`src/hw/cbas_pkg.sv`:
```
/*
 * Shared constants and types for the processor bus low-address and status outputs.
 * Assumes a single 200 MHz bus clock and a synchronous active-low reset.
 */
package cbas_pkg;

	// ==========================================================
	// port widths and datum sizes
	typedef enum logic [1:0] {
		CBAS_PW32 = 2'h0,
		CBAS_PW16 = 2'h1,
		CBAS_PW8  = 2'h2
	} cbas_width_t;

	typedef enum logic [1:0] {
		CBAS_SZ_BYTE = 2'h0,
		CBAS_SZ_HALF = 2'h1,
		CBAS_SZ_WORD = 2'h2
	} cbas_size_t;

	// ==========================================================
	// bus sequencer states
	typedef enum logic [3:0] {
		CBAS_ST_IDLE = 4'h1,
		CBAS_ST_ADDR = 4'h2,
		CBAS_ST_TURN = 4'h4,
		CBAS_ST_DATA = 4'h8
	} cbas_state_t;

	// ==========================================================
	// reset-time configuration strap positions on the low address pins
	localparam int CBAS_CFG_HALF_BIT = 3;
	localparam int CBAS_CFG_BYTE_BIT = 2;
	localparam int CBAS_CFG_RSVD_BIT = 1;
	localparam int CBAS_CFG_HOLD_BIT = 0;

	// ==========================================================
	// reset values and counts
	localparam logic [3:0] CBAS_LOW_ADDR_RST = 4'h0;
	localparam logic [3:0] CBAS_BURST_START  = 4'h0;
	localparam logic [4:0] CBAS_BURST_BYTES  = 5'h10;
	localparam int         CBAS_BURST_WORDS  = 4;

endpackage

```
`src/hw/cbas_seq_if.sv`:
```
/*
 * Carrier between the bus sequencer and the low word-select counter.
 * Assumes both ends share the bus clock.
 */
`timescale 1ns/1ps
interface cbas_seq_if;
	import cbas_pkg::*;

	logic        load;
	logic        advance;
	logic [3:0]  start;
	cbas_width_t width;
	logic [3:0]  low_addr;

	modport ctl (output load, output advance, output start, output width, input low_addr);
	modport cnt (input load, input advance, input start, input width, output low_addr);
endinterface

```
`src/hw/cbas_low_addr.sv`:
```
/*
 * Low word-select counter: loads a start address and steps by the port width.
 * Assumes the sequencer loads once per transfer and advances only between data.
 */
`timescale 1ns/1ps
module cbas_low_addr (
	input  wire logic clk,
	input  wire logic rst_n,
	cbas_seq_if.cnt   seq
);
	import cbas_pkg::*;

	logic [3:0] count_reg;
	logic [3:0] step;
	logic [3:0] mask;

	// ==========================================================
	// step and valid-bit mask per port width
	always_comb begin
		case (seq.width)
			CBAS_PW32: begin
				step = 4'h4;
				mask = 4'hC;
			end
			CBAS_PW16: begin
				step = 4'h2;
				mask = 4'hE;
			end
			default: begin
				step = 4'h1;
				mask = 4'hF;
			end
		endcase
	end

	// ==========================================================
	// counter; held between advances so each datum sees a stable value
	always_ff @(posedge clk) begin
		if (!rst_n) begin
			count_reg <= CBAS_LOW_ADDR_RST;
		end else if (seq.load) begin
			count_reg <= seq.start & mask;
		end else if (seq.advance) begin
			count_reg <= (count_reg + step) & mask;
		end
	end

	// masked on the way out so a width change between transfers never shows stale low bits
	assign seq.low_addr = count_reg & mask;
endmodule

```
`src/hw/cbas_top.sv`:
```
/*
 * Bus sequencer driving the low word-select lines, diagnostic pin, address latch
 * strobe, turnaround enable and byte lanes of the multiplexed address/data bus.
 * Assumes requests arrive synchronous to clk, the memory answers each datum with
 * mem_ack, and the port width and byte order are held stable during a transfer.
 */
`timescale 1ns/1ps
module cbas_top (
	input  wire logic                 clk,
	input  wire logic                 rst_n,
	input  wire logic                 req_valid,
	output logic                      req_ready,
	input  wire logic                 req_write,
	input  wire logic                 req_burst,
	input  wire cbas_pkg::cbas_size_t req_size,
	input  wire logic [31:0]          req_addr,
	input  wire logic [31:0]          req_wdata,
	input  wire logic                 req_cache_miss,
	input  wire logic                 req_instr,
	input  wire cbas_pkg::cbas_width_t port_width,
	input  wire logic                 big_endian,
	input  wire logic                 mem_ack,
	output logic [31:0]               ad_out,
	output logic                      ad_oe,
	input  wire logic [31:0]          ad_in,
	output logic [3:0]                low_addr_out,
	output logic                      low_addr_oe,
	input  wire logic [3:0]           low_addr_in,
	output logic                      diag,
	output logic                      addr_latch,
	output logic                      bus_turnaround_enable,
	output logic [3:0]                byte_lane_en,
	output logic                      rd_done,
	input  wire logic [1:0]           rd_index,
	output logic [31:0]               rd_data,
	output logic                      boot_rom_byte_width,
	output logic                      boot_rom_halfword_width,
	output logic                      reserved_upper_option,
	output logic                      extended_address_hold
);
	import cbas_pkg::*;

	cbas_seq_if seq ();

	cbas_state_t state_reg;
	logic        write_reg;
	logic        burst_reg;
	cbas_size_t  size_reg;
	logic [31:0] addr_reg;
	logic [31:0] wdata_reg;
	logic        miss_reg;
	logic        instr_reg;
	logic [4:0]  beats_reg;
	logic        in_reset_reg;
	logic [31:0] rd_buf [CBAS_BURST_WORDS];
	logic [2:0]  pbytes;
	logic [1:0]  offset;
	logic        last_beat;
	logic [1:0]  lane_addr;

	// ==========================================================
	// helpers
	function automatic logic [2:0] port_bytes(input cbas_width_t w);
		case (w)
			CBAS_PW32: port_bytes = 3'h4;
			CBAS_PW16: port_bytes = 3'h2;
			default:   port_bytes = 3'h1;
		endcase
	endfunction

	function automatic logic [4:0] beat_count(input logic burst, input cbas_size_t sz, input cbas_width_t w);
		logic [4:0] bytes;
		logic [4:0] pb;
		bytes = 5'h1 << sz;
		pb = {2'h0, port_bytes(w)};
		if (burst) begin
			beat_count = CBAS_BURST_BYTES >> (3'h2 - {1'h0, w});
		end else if (bytes > pb) begin
			beat_count = bytes >> (3'h2 - {1'h0, w});
		end else begin
			beat_count = 5'h1;
		end
	endfunction

	// lanes: a span of min(datum, port) bytes at the offset within the port, mirrored for big endian
	function automatic logic [3:0] lanes(input cbas_size_t sz, input cbas_width_t w, input logic be,
			input logic [1:0] a);
		logic [3:0] span;
		logic [3:0] plain;
		logic [2:0] pb;
		logic [1:0] off;
		pb = port_bytes(w);
		off = a & 2'(pb - 3'h1);
		span = 4'((5'h1 << ((3'h1 << sz) < pb ? (3'h1 << sz) : pb)) - 5'h1);
		plain = 4'(span << off);
		case (w)
			CBAS_PW32: lanes = be ? {plain[0], plain[1], plain[2], plain[3]} : plain;
			CBAS_PW16: lanes = be ? {2'h0, plain[0], plain[1]} : {2'h0, plain[1:0]};
			default:   lanes = 4'h1;
		endcase
	endfunction

	assign pbytes    = port_bytes(port_width);
	assign offset    = seq.low_addr[1:0];
	assign last_beat = (beats_reg == 5'h1);
	// wide ports mask the low select bits, so outside bursts the byte offset comes from the captured address
	assign lane_addr = (port_width == CBAS_PW32 && !burst_reg) ? addr_reg[1:0] : seq.low_addr[1:0];
	assign req_ready = (state_reg == CBAS_ST_IDLE) && !in_reset_reg;

	// ==========================================================
	// low word-select counter
	assign seq.width   = port_width;
	// writes ignore the burst flag and always start at the target address
	assign seq.start   = (req_burst && !req_write) ? CBAS_BURST_START : req_addr[3:0];
	assign seq.load    = req_valid && req_ready;
	assign seq.advance = (state_reg == CBAS_ST_DATA) && mem_ack && !last_beat;

	cbas_low_addr u_low_addr (
		.clk   (clk),
		.rst_n (rst_n),
		.seq   (seq)
	);

	// ==========================================================
	// sequencer
	always_ff @(posedge clk) begin
		if (!rst_n) begin
			state_reg <= CBAS_ST_IDLE;
			beats_reg <= 5'h0;
		end else begin
			case (state_reg)
				CBAS_ST_IDLE: begin
					if (req_valid && req_ready) begin
						state_reg <= CBAS_ST_ADDR;
						beats_reg <= beat_count(req_burst && !req_write, req_size, port_width);
					end
				end
				CBAS_ST_ADDR: state_reg <= CBAS_ST_TURN;
				CBAS_ST_TURN: state_reg <= CBAS_ST_DATA;
				CBAS_ST_DATA: begin
					if (mem_ack) begin
						beats_reg <= beats_reg - 5'h1;
						if (last_beat) begin
							state_reg <= CBAS_ST_IDLE;
						end
					end
				end
				default: state_reg <= CBAS_ST_IDLE;
			endcase
		end
	end

	// ==========================================================
	// request capture
	always_ff @(posedge clk) begin
		if (!rst_n) begin
			write_reg <= 1'b0;
			burst_reg <= 1'b0;
			size_reg  <= CBAS_SZ_BYTE;
			addr_reg  <= 32'h0;
			wdata_reg <= 32'h0;
			miss_reg  <= 1'b0;
			instr_reg <= 1'b0;
		end else if (req_valid && req_ready) begin
			write_reg <= req_write;
			burst_reg <= req_burst && !req_write;
			size_reg  <= req_size;
			addr_reg  <= req_addr;
			wdata_reg <= req_wdata;
			miss_reg  <= req_cache_miss;
			instr_reg <= req_instr;
		end
	end

	// ==========================================================
	// bus pins
	always_ff @(posedge clk) begin
		if (!rst_n) begin
			ad_out <= 32'h0;
			ad_oe  <= 1'b0;
		end else begin
			case (state_reg)
				CBAS_ST_IDLE: begin
					ad_oe <= req_valid && req_ready;
					ad_out <= req_addr;
				end
				CBAS_ST_ADDR: begin
					// reads let go of the bus before the turnaround enable rises
					ad_oe  <= write_reg;
					ad_out <= wdata_reg >> {offset, 3'h0};
				end
				CBAS_ST_DATA: begin
					ad_oe  <= write_reg && !(mem_ack && last_beat);
					ad_out <= wdata_reg >> {seq.advance ? 2'(offset + pbytes[1:0]) : offset, 3'h0};
				end
				default: begin
					ad_oe  <= ad_oe;
					ad_out <= ad_out;
				end
			endcase
		end
	end

	always_comb begin
		addr_latch            = (state_reg == CBAS_ST_ADDR);
		bus_turnaround_enable = (state_reg == CBAS_ST_DATA) && !write_reg && !ad_oe;
		low_addr_out          = seq.low_addr;
		low_addr_oe           = !in_reset_reg;
		byte_lane_en          = (state_reg == CBAS_ST_IDLE) ? 4'h0 :
			lanes(burst_reg ? CBAS_SZ_WORD : size_reg, port_width, big_endian, lane_addr);
		case (state_reg)
			CBAS_ST_ADDR: diag = miss_reg && !write_reg;
			CBAS_ST_TURN,
			CBAS_ST_DATA: diag = instr_reg && !write_reg;
			default:      diag = 1'b0;
		endcase
	end

	// ==========================================================
	// read buffer; narrow ports fill the word one port width per beat at the low offset
	always_ff @(posedge clk) begin
		if (state_reg == CBAS_ST_DATA && !write_reg && mem_ack) begin
			for (int b = 0; b < 4; b++) begin
				if (b >= int'(offset) && b < int'(offset) + int'(pbytes)) begin
					rd_buf[burst_reg ? seq.low_addr[3:2] : 2'h0][8*b +: 8] <= ad_in[8*(b - int'(offset)) +: 8];
				end
			end
		end
	end

	always_ff @(posedge clk) begin
		if (!rst_n) begin
			rd_done <= 1'b0;
			rd_data <= 32'h0;
		end else begin
			rd_done <= (state_reg == CBAS_ST_DATA) && !write_reg && mem_ack && last_beat;
			rd_data <= rd_buf[rd_index];
		end
	end

	// ==========================================================
	// reset straps: sampled on every clock while reset is held, frozen after release
	always_ff @(posedge clk) begin
		in_reset_reg <= !rst_n;
		if (!rst_n) begin
			boot_rom_halfword_width <= low_addr_in[CBAS_CFG_HALF_BIT];
			boot_rom_byte_width     <= low_addr_in[CBAS_CFG_BYTE_BIT];
			reserved_upper_option   <= low_addr_in[CBAS_CFG_RSVD_BIT];
			extended_address_hold   <= low_addr_in[CBAS_CFG_HOLD_BIT];
		end
	end
endmodule
```
`config.mk`:
```
export PLATFORM = sky130hd
export DESIGN_NAME = cbas_top
export DESIGN_NICKNAME = d
export VERILOG_FILES = /design/src/hw/cbas_pkg.sv /design/src/hw/cbas_seq_if.sv /design/src/hw/cbas_low_addr.sv /design/src/hw/cbas_top.sv
export SDC_FILE = /design/constraint.sdc
export NUM_CORES = 1
export LEC_CHECK = 0
export ABC_AREA = 1
export ABC_CLOCK_PERIOD_IN_PS = 3400
export CORE_UTILIZATION = 60
export DETAILED_ROUTE_END_ITERATION = 7
export DONT_BUFFER_PORTS = 1
export PLACE_DENSITY = 0.86
export RECOVER_POWER = 25
export SKIP_CTS_REPAIR_TIMING = 1
export SLEW_MARGIN = 20
export SYNTH_ARGS = -nofsm -noshare
export SYNTH_HDL_FRONTEND = slang
export SYNTH_SLANG_ARGS = --single-unit
export TNS_END_PERCENT = 20
```
`constraint.sdc`:
```
create_clock -name clk -period 3.4 [get_ports clk]
set_clock_uncertainty 0.15 [all_clocks]
set_input_delay 0.17 -clock clk [delete_from_list [all_inputs] [get_ports clk]]
set_output_delay 0.17 -clock clk [all_outputs]
set_load 0.01 [all_outputs]
```
==> results of run 1 <==
-- layer usage --
metal / global-route usage, % / vias up / share of wire [%]
met5: 0 / - / 0
met4: 8.16 / 0 / 5.1
met3: 6.64 / 179 / 12
met2: 48.0 / 829 / 47
met1: 37.8 / 4735 / 36
li1: - / 4662 / -
-- critical path, stage by stage, from the launching register on --
cell and delay [ps]:
dfxtp_2 340, inv_2 50, o21ai_4 180, ha_4 240
nor2_4 70, nand3_1 70, nand2_1 100, inv_2 50
nand2_4 90, nand2_4 60, a21oi_2 180, nand2_1 120
ha_4 170, inv_1 40, nand4_1 90, nand3_1 110
nand3_2 90, nand3_2 90, nand3_2 70, a21oi_2 140
buf_4 130
-- how the worst min path moves through the flow --
stage	from	end	slack, ps	depth (start not counted)
floorplan	low_addr_in[2]	boot_rom_byte_width	120	0
global placement	low_addr_in[1]	reserved_upper_option	120	0
detailed placement	low_addr_in[0]	extended_address_hold	120	0
CTS	low_addr_in[2]	boot_rom_byte_width	-410	0
global route	req_size[1]	beats_reg[0]	-20	5
finish	rd_index[0]	rd_data[27]	-90	4
-- where the power goes --
part           internal [mW]  total, mW  switching (mW)
Combinational          0.381       1.09           0.706
Sequential              3.37       3.49           0.125
Clock                   1.62       2.76            1.14
Total                   5.37       7.34            1.97
-- cell families (layout without fill, tap and decap cells) --
| kind of cell | after synthesis | after routing | share of synthesized area, % |
|---|---|---|---|
| AO/OA/AOI/OAI | 391 | 391 | 18.2 |
| adder cells (fa/ha/maj) | 23 | 23 | 2.53 |
| AND/OR/NAND/NOR | 468 | 468 | 16.6 |
| XOR/XNOR | 7 | 7 | 0.539 |
| flip-flops | 252 | 252 | 56.0 |
| buffers and inverters | 177 | 285 | 6.16 |
-- cell usage after synthesis --
cell type and instances:
o211ai_1 8, a311o_1 1, o31ai_1 1, nand3_4 1, edfxtp_1 132, clkinv_1 1
dfxtp_1 120, o22ai_1 2, inv_1 97, nor2_1 220, o21ai_1 11, a211oi_1 2
o311ai_0 1, buf_1 9, nand3_1 50, buf_6 2, buf_4 5, o21ai_2 1
nor3_4 1, o221ai_1 6, o32ai_1 1, a31oi_1 13, nor3_1 6, nor2_4 1
o21a_1 5, xor2_1 6, ha_1 23, a21oi_1 121, xnor2_1 1, nand2_1 181
nand4_1 4, nor3_2 1, inv_2 5, buf_2 2, a22oi_1 2, o21ai_0 215
clkbuf_1 56, nor2_2 2, nor4_1 1, o21ai_4 1
-- layout make-up --
| class | count | share of cell area [%] |
|---|---|---|
| clock buffer | 30 | 4.91 |
| clock inverter | 15 | 1.10 |
| inverter | 103 | 2.85 |
| multi-input combinational | 889 | 32.6 |
| sequential | 252 | 47.0 |
| tap | 229 | 2.11 |
| timing repair buffer | 137 | 9.49 |
-- stage by stage --
step	util (%)	setup TNS, ps	total power, mW	area, um2	instances
after floorplan	-	0	4.15	11400	1318
after global placement	63.4	0	4.32	11600	1505
after detailed placement	63.4	0	4.35	11600	1505
after CTS	67.9	-908	7.05	12400	1550
after global routing	74.2	-264	7.58	13600	1655
final	74.2	0	7.34	13600	1655
==> flow_summary.yaml, run 1 <==
sta:
  max_freq_ghz: 0.301
  worst_pin_slew_ps: 1690
  timing.final.crit_share_pct: 97.8
  setup_ws_ps: 74.2
  slew_viol_final: 33
  setup_viol: 0
  slew_headroom_pct: -12.7
  hold_viol_final: 11
  min_period_ps: 3330
  holdWs_ps: -89.3
synth:
  synth.distinct_cells: 40
  yosys_warnings: 0
  ys_ff_latch: 252
  yosys.area.top_type: "edfxtp_1"
  synthTopCellsByArea: "edfxtp_1 (35%), dfxtp_1 (21%), o21ai_0 (9.5%)"
  syn_inst: 1318
  syn_nets: 1456
  syn_area_per_cell_um2: 8.63
  synthesis.area_mm2: 0.0114
  yosysTopAreaCellShare_pct: 34.9
  yosysSeqAreaShare_pct: 56.0
grt:
  track_usage_pct: 28.8
  overflow: 0
  grt_first_pass_wirelength_um: 44600
  grt_pass1_vias: 8681
  grt_max_degree: 66
  antenna_found_initial: 0
cells_and_area:
  final_net_count: 1546
  fillers: 1153
  synthToLayoutAreaGrowth_pct: 19.2
  multi_input_area_mm2: 0.00442
  n_antenna_cell: 0
  drive_gt1_share_pct: 7.78
  largest_reg_flops: 128
  layout_common_cells: "nor2_1 (219), o21ai_0 (213), nand2_1 (176), edfxtp_1 (132), a21oi_1 (118)"
  final_common_cell: "nor2_1"
  seq_area_mm2: 0.00637
floorplanning:
  die-area_mm2: 0.0195
  rows: 49
  fp.dieH_um: 140
  start_util_pct: 62.2
  coreArea_mm2: 0.0183
  die_w_um: 140
  io_pins: 198
setup_path:
  arrival_ps: 3010
  crit_fanout: 5
  crit_start: "size_reg[1]"
  crit_type: "flop to output pin"
  rr_startpoint: "state_reg[2]"
  cp-endpoint: "byte_lane_en[1]"
  critical_path.startpoint_type: "flop"
  r2r-end: "miss_reg"
  reg2reg_depth: 10
  end_kind: "output pin"
  reg2reg_slack_ps: 170
  crit_required_ps: 3080
route:
  drc_errors: 4
  dr.pass1.iters: 8
  viasPerCell: 6.29
  first_iter_violations: 1585
  totalWireLength_um: 33400
  wl_per_cell_um: 20.2
  vias: 10400
  final_antenna_net_count: 0
clock_network:
  clkTransAtPathRegs_ps: 70
  clk_path_buf_depth: 3
  clkLatencyLatePin_ps: 520
  numCtsBuffers: 25
  clock-sinks: 252
  cts_tree: "yes"
  cts_root_buf: "clkbuf_16"
  htreeDepth: 1
flow_run:
  maxCapViolCount: 1
run_status:
  outcome: "finished, violations left"
  violations: "design-rule violations, negative hold slack, max-capacitance violations, max-slew violations"
place:
  dp_hpwl_um: 19700
  io_buffer_count: 0
  dp_slack_ps: 260
  gp_congestion: 1.01
pwr:
  p_per_area_mw_per_mm2: 542
  leakage_nw: 5.20
  ir_worst_vdd_uv: 444
min_path:
  min_path_type: "input pin to flop"
(Power assumes the default switching activity.)
==> run 2: changes to the inputs <==
--- a/config.mk
+++ b/config.mk
@@ -5,11 +5,11 @@
 export SDC_FILE = /design/constraint.sdc
 export NUM_CORES = 1
 export LEC_CHECK = 0
-export ABC_AREA = 1
 export ABC_CLOCK_PERIOD_IN_PS = 3400
 export CORE_UTILIZATION = 60
 export DETAILED_ROUTE_END_ITERATION = 7
 export DONT_BUFFER_PORTS = 1
+export GPL_TIMING_DRIVEN = 0
 export PLACE_DENSITY = 0.86
 export RECOVER_POWER = 25
 export SKIP_CTS_REPAIR_TIMING = 1
==> run 2 against run 1 <==
- the flow finishes with violations (negative hold slack, negative setup slack)
- design area rose by 5.9%
- global-route usage rose by 3.2 points
- critical path depth is 10 lower
- maximum frequency down 3.7%
- clock power grew 11%
- worst setup slack lost 130 ps
- count of clock-buffer cells in the layout stayed put
- largest power group unchanged
==> flow_summary.yaml, run 2 <==
sta:
  hold_viol_final: 1
  setup_ws_ps: -52.6
  slew_headroom_pct: 36.3
  fin_tns_setup_ps: -145
  slew_viol_final: 0
  timing.final.crit_share_pct: 102
  max_freq_ghz: 0.290
  holdWs_ps: -27.6
  worst_pin_slew_ps: 956
  min_period_ps: 3450
  rsz0062_at_grt: "true"
  setup_viol: 11
route:
  totalWireLength_um: 37100
  dr.pass1.iters: 6
  drc_errors: 0
  viasPerCell: 6.68
  vias: 9518
  final_antenna_net_count: 0
  first_iter_violations: 1108
  wl_per_cell_um: 26.1
place:
  dp_slack_ps: -970
  dp_hpwl_um: 22100
  gp_congestion: 0.941
  io_buffer_count: 0
setup_path:
  crit_type: "flop to output pin"
  arrival_ps: 3130
  crit_start: "size_reg[1]"
  crit_fanout: 7
  crit_required_ps: 3080
  reg2reg_slack_ps: -20
  end_kind: "output pin"
  critical_path.startpoint_type: "flop"
  rr_startpoint: "u_low_addr.count_reg[0]"
  reg2reg_depth: 7
pwr:
  p_comb_share_pct: 12.7
  power.total_mw: 7.49
  clockPowerShare_pct: 41.0
  ir_worst_vdd_uv: 427
  leakage_nw: 4.88
  p_per_area_mw_per_mm2: 521
  switching_share_pct: 25.6
  seqPwrFrac_pct: 46.2
  power_switching_mw: 1.92
  intPower_mw: 5.57
min_path:
  holdPathStages: 4
  min_path_type: "input pin to flop"
  hp-start: "req_size[0]"
cells_and_area:
  final_common_cell: "edfxtp_1"
  synthToLayoutAreaGrowth_pct: 23.3
  drive_gt1_share_pct: 16.3
  layout_common_cells: "edfxtp_1 (132), dfxtp_1 (118), nand2_1 (112), dlygate4sd3_1 (111), a21oi_1 (77)"
  n_antenna_cell: 0
  largest_reg_flops: 128
  final_net_count: 1282
clock_network:
  numCtsBuffers: 26
  clkTransAtPathRegs_ps: 70
  cts_root_buf: "clkbuf_16"
  clock-sinks: 252
  clk_path_buf_depth: 3
  clkLatencyLatePin_ps: 530
  cts_tree: "yes"
  htreeDepth: 1
synth:
  yosys.area.top_type: "edfxtp_1"
  yosys_warnings: 0
  yosysSeqAreaShare_pct: 54.7
  syn_inst: 992
  synth_commonest_cells: "edfxtp_1 (132), dfxtp_1 (120), nand2_1 (112)"
  synthXorXnorAreaFrac_pct: 0.828
  synth_simple_gate_area_share_pct: 13.0
  ys_ff_latch: 252
  synth_edf_count: 132
  syn_area_per_cell_um2: 11.7
  synth_top_family_by_area: "multiplexers"
  muxShareOfSynthArea_pct: 14.4
  synth.distinct_cells: 69
  synthTopCellsByArea: "edfxtp_1 (34%), dfxtp_1 (21%), mux4_2 (11%)"
  synth_compound_area_share_pct: 11.5
  synth_ff_type: "edfxtp_1"
  syn_nets: 1130
  async_reset_ff_share_pct: 0
  synth_most_common_cell: "edfxtp_1"
  synthAdderAreaFrac_pct: 2.47
  yosysTopAreaCellShare_pct: 34.0
  synthesis.area_mm2: 0.0116
grt:
  grt_pass1_vias: 8512
  grt_max_degree: 16
  antenna_found_initial: 0
  track_usage_pct: 32.0
  grt_first_pass_wirelength_um: 48200
  overflow: 0
floorplanning:
  rows: 50
  die-area_mm2: 0.0200
  die_w_um: 141
  coreArea_mm2: 0.0189
  fp.dieH_um: 141
  io_pins: 198
  start_util_pct: 61.6
run_status:
  outcome: "finished, violations left"
  violations: "negative hold slack, negative setup slack"
flow_run:
  maxCapViolCount: 0
run 2: cell count changes in the layout (fill, tap and decap cells not counted), sizes merged, moves of 11 or more:
| cell | before | now |
|---|---|---|
| o21ai | 228 | 59 |
| inv | 103 | 19 |
| nor2 | 223 | 68 |
| and2 | 0 | 51 |
| a31oi | 13 | 2 |
| nand3 | 51 | 9 |
| clkbuf | 34 | 74 |
| mux4 | 0 | 56 |
| mux2i | 0 | 35 |
| nand2 | 181 | 112 |
| o22a | 0 | 11 |
| dlygate4sd3 | 96 | 111 |
| a21oi | 121 | 80 |
| nor2b | 0 | 15 |
run 2: area by class of cell:
class	instances	area, um2
inverters	19	82.6
multi-input cells	654	5130
plain buffers	66	303
well taps	260	325
fillers	1115	4530
clock buffers	30	718
flip-flops and latches	252	6370
repair buffers	125	1220
clock inverters	18	209
run 2: logic make-up after synthesis:
kind of cell / Yosys count
AO/OA/AOI/OAI: 219
XOR/XNOR: 11
adder cells (fa/ha/maj): 23
buffers and inverters: 86
flip-flops: 252
multiplexers: 95
AND/OR/NAND/NOR: 306
run 2: routing by layer:
metal	global-route usage [%]	share of wire (%)
met5	0	0
met4	12.5	6.2
met3	7.46	11
met2	54.8	49
met1	39.5	34
run 2: worst paths after layout:
check	to
setup / recovery	byte_lane_en[3]
hold reg to reg	wdata_reg[18]
hold / removal	beats_reg[1]
setup reg to reg	rd_buf[3][2]
run 2: per-stage QoR:
stage | instances | area, um2 | utilization, % | hold WS (ps)
after global routing | 1424 | 14400 | 76.0 | 21.4
final | 1424 | 14400 | 76.0 | -27.6
after floorplan | 992 | 11600 | - | 119
after detailed placement | 1252 | 12000 | 63.4 | 119
after global placement | 1252 | 12000 | 63.4 | 119
after CTS | 1300 | 12900 | 68.3 | -419
run 2: critical path, cell delays in order, from the launching register on:
cell and delay, ps:
dfxtp_4 390, inv_4 50, o21ai_4 220, ha_4 260, buf_6 120, or4b_2 610, o311ai_0 200, mux2i_1 350
buf_4 160, nand4_1 80, nand3_1 160
run 2: power by group through the flow:
stage | clock network, mW | logic (mW) | registers, mW
after detailed placement | 0 | 0.713 | 3.52
after global placement | 0 | 0.690 | 3.51
final | 3.07 | 0.955 | 3.46
after CTS | 3.03 | 0.726 | 3.45
after global routing | 3.17 | 1.01 | 3.47
after floorplan | 0 | 0.539 | 3.48
==> run 3: changes to the inputs <==
--- a/config.mk
+++ b/config.mk
@@ -6,11 +6,11 @@
 export NUM_CORES = 1
 export LEC_CHECK = 0
 export ABC_CLOCK_PERIOD_IN_PS = 3400
-export CORE_UTILIZATION = 60
+export CORE_UTILIZATION = 45
 export DETAILED_ROUTE_END_ITERATION = 7
 export DONT_BUFFER_PORTS = 1
 export GPL_TIMING_DRIVEN = 0
-export PLACE_DENSITY = 0.86
+export PLACE_DENSITY = 0.7
 export RECOVER_POWER = 25
 export SKIP_CTS_REPAIR_TIMING = 1
 export SLEW_MARGIN = 20
==> run 3 against run 2 <==
- the run still ends with negative hold slack, negative setup slack left
- worst setup slack worse by 18 ps
- first-iteration DRC count fell by 34%
- critical path depth is 2 higher
- non-clock buffer count down 6
- sequential share of layout area decreased by 0.23 points
==> flow_summary.yaml, run 3 (synthesized netlist as in run 2, its figures left out) <==
grt:
  overflow: 0
  antenna_found_initial: 2
  track_usage_pct: 22.6
  grt_first_pass_wirelength_um: 45600
  grt_pass1_vias: 7829
  grt_max_degree: 15
route:
  first_iter_violations: 728
  drc_errors: 0
  wl_per_cell_um: 22.0
  vias: 8847
  totalWireLength_um: 32800
  final_antenna_net_count: 0
  dr.pass1.iters: 6
  viasPerCell: 5.93
pwr:
  leakage_nw: 4.89
  p_per_area_mw_per_mm2: 520
  power.total_mw: 7.51
  ir_worst_vdd_uv: 475
min_path:
  holdPathStages: 5
  hp-start: "port_width[1]"
  holdPathEnd: "beats_reg[4]"
  min_path_type: "input pin to flop"
setup_path:
  crit_type: "flop to output pin"
  crit_required_ps: 3080
  arrival_ps: 3150
  critical-path-max-stage-delay_ps: 410
  reg2reg_depth: 10
  critical_path.startpoint_type: "flop"
  crit_slowest_cell: "a221oi_2"
  crit_path_cell_trace: "inv_1 -> o21ai_4 -> ha_4 -> nor2_2 -> a21oi_2 -> nor2b_1 -> o221ai_2 -> ha_4 -> and3b_2 -> nor3_2 -> o211ai_1 -> a221oi_2"
  reg2reg_slack_ps: 250
  end_kind: "output pin"
  rr_startpoint: "u_low_addr.count_reg[1]"
  r2r-end: "rd_buf[2][3]"
  crit_fanout: 7
  crit_path_frequent_cell: "ha_4"
floorplanning:
  coreArea_mm2: 0.0253
  io_pins: 198
  die_w_um: 163
  start_util_pct: 46.1
  die-area_mm2: 0.0265
  fp.dieH_um: 163
  rows: 58
clock_network:
  htreeDepth: 1
  clk_path_buf_depth: 3
  clock-sinks: 252
  cts_tree: "yes"
  numCtsBuffers: 28
  clkTransAtPathRegs_ps: 60
  clkLatencyLatePin_ps: 550
  cts_root_buf: "clkbuf_16"
sta:
  max_freq_ghz: 0.288
  rsz0062_at_grt: "true"
  holdWs_ps: -35.5
  slew_viol_final: 0
  timing.final.crit_share_pct: 102
  worst_pin_slew_ps: 1000
  hold_viol_final: 6
  setup_viol: 2
  min_period_ps: 3470
  slew_headroom_pct: 33.3
  setup_ws_ps: -70.5
cells_and_area:
  layout_common_cells: "edfxtp_1 (132), dfxtp_1 (118), nand2_1 (112), dlygate4sd3_1 (110), a21oi_1 (76)"
  multi_input_area_mm2: 0.00512
  final_net_count: 1278
  largest_reg_flops: 128
  fillers: 2012
  final_common_cell: "edfxtp_1"
  n_antenna_cell: 0
  drive_gt1_share_pct: 16.1
  seq_area_mm2: 0.00637
  synthToLayoutAreaGrowth_pct: 24.0
run_status:
  violations: "negative hold slack, negative setup slack"
  outcome: "finished, violations left"
place:
  gp_congestion: 0.940
  io_buffer_count: 0
  dp_hpwl_um: 22100
flow_run:
  maxCapViolCount: 0
run 3: worst max-delay path by stage:
stage,start,end,slack [ps],cells after the start
CTS,burst_reg,byte_lane_en[1],-840,12
finish,size_reg[1],byte_lane_en[1],-70,12
global route,size_reg[1],byte_lane_en[1],-230,12
detailed placement,port_width[1],rd_buf[2][6],-730,11
floorplan,port_width[1],rd_buf[0][0],80,11
global placement,port_width[1],rd_buf[0][4],-710,11
run 3: metrics by stage:
stage	worst slack [ps]	instances	util [%]	TNS, ps	area, um2
after floorplan	75.5	992	-	0	11600
final	-70.5	1492	57.2	-118	14400
after CTS	-835	1374	51.6	-10880	13000
after global placement	-709	1322	47.7	-74850	12100
after detailed placement	-734	1322	47.7	-78950	12100
after global routing	-229	1492	57.2	-574	14400
run 3: critical path, delay by kind of cell, from the launching register on:
family	cells	cell delay, ps
AO/OA/AOI/OAI	5	1050
AND/OR/NAND/NOR	4	680
adder cells (fa/ha/maj)	2	420
flip-flops	1	380
buffers and inverters	1	70
run 3: final cells by class:
type                       instances  area share (%)
tap                              330            2.86
timing repair buffer             119            8.10
inverter                          19           0.555
buffer                            66            2.10
sequential                       252            44.1
multi-input combinational        654            35.5
clock inverter                    13            1.28
clock buffer                      39            5.49
run 3: per-layer routing:
layer  global-route usage (%)  wire length, um
met5                        0                0
met4                     7.22              920
met3                     6.06             2820
met2                     36.9            15900
met1                     29.2            13100
run 3: power by group:
part	switching [mW]	internal [mW]	total [mW]
clock	1.23	1.93	3.16
combinational	0.494	0.403	0.896
sequential	0.127	3.33	3.46
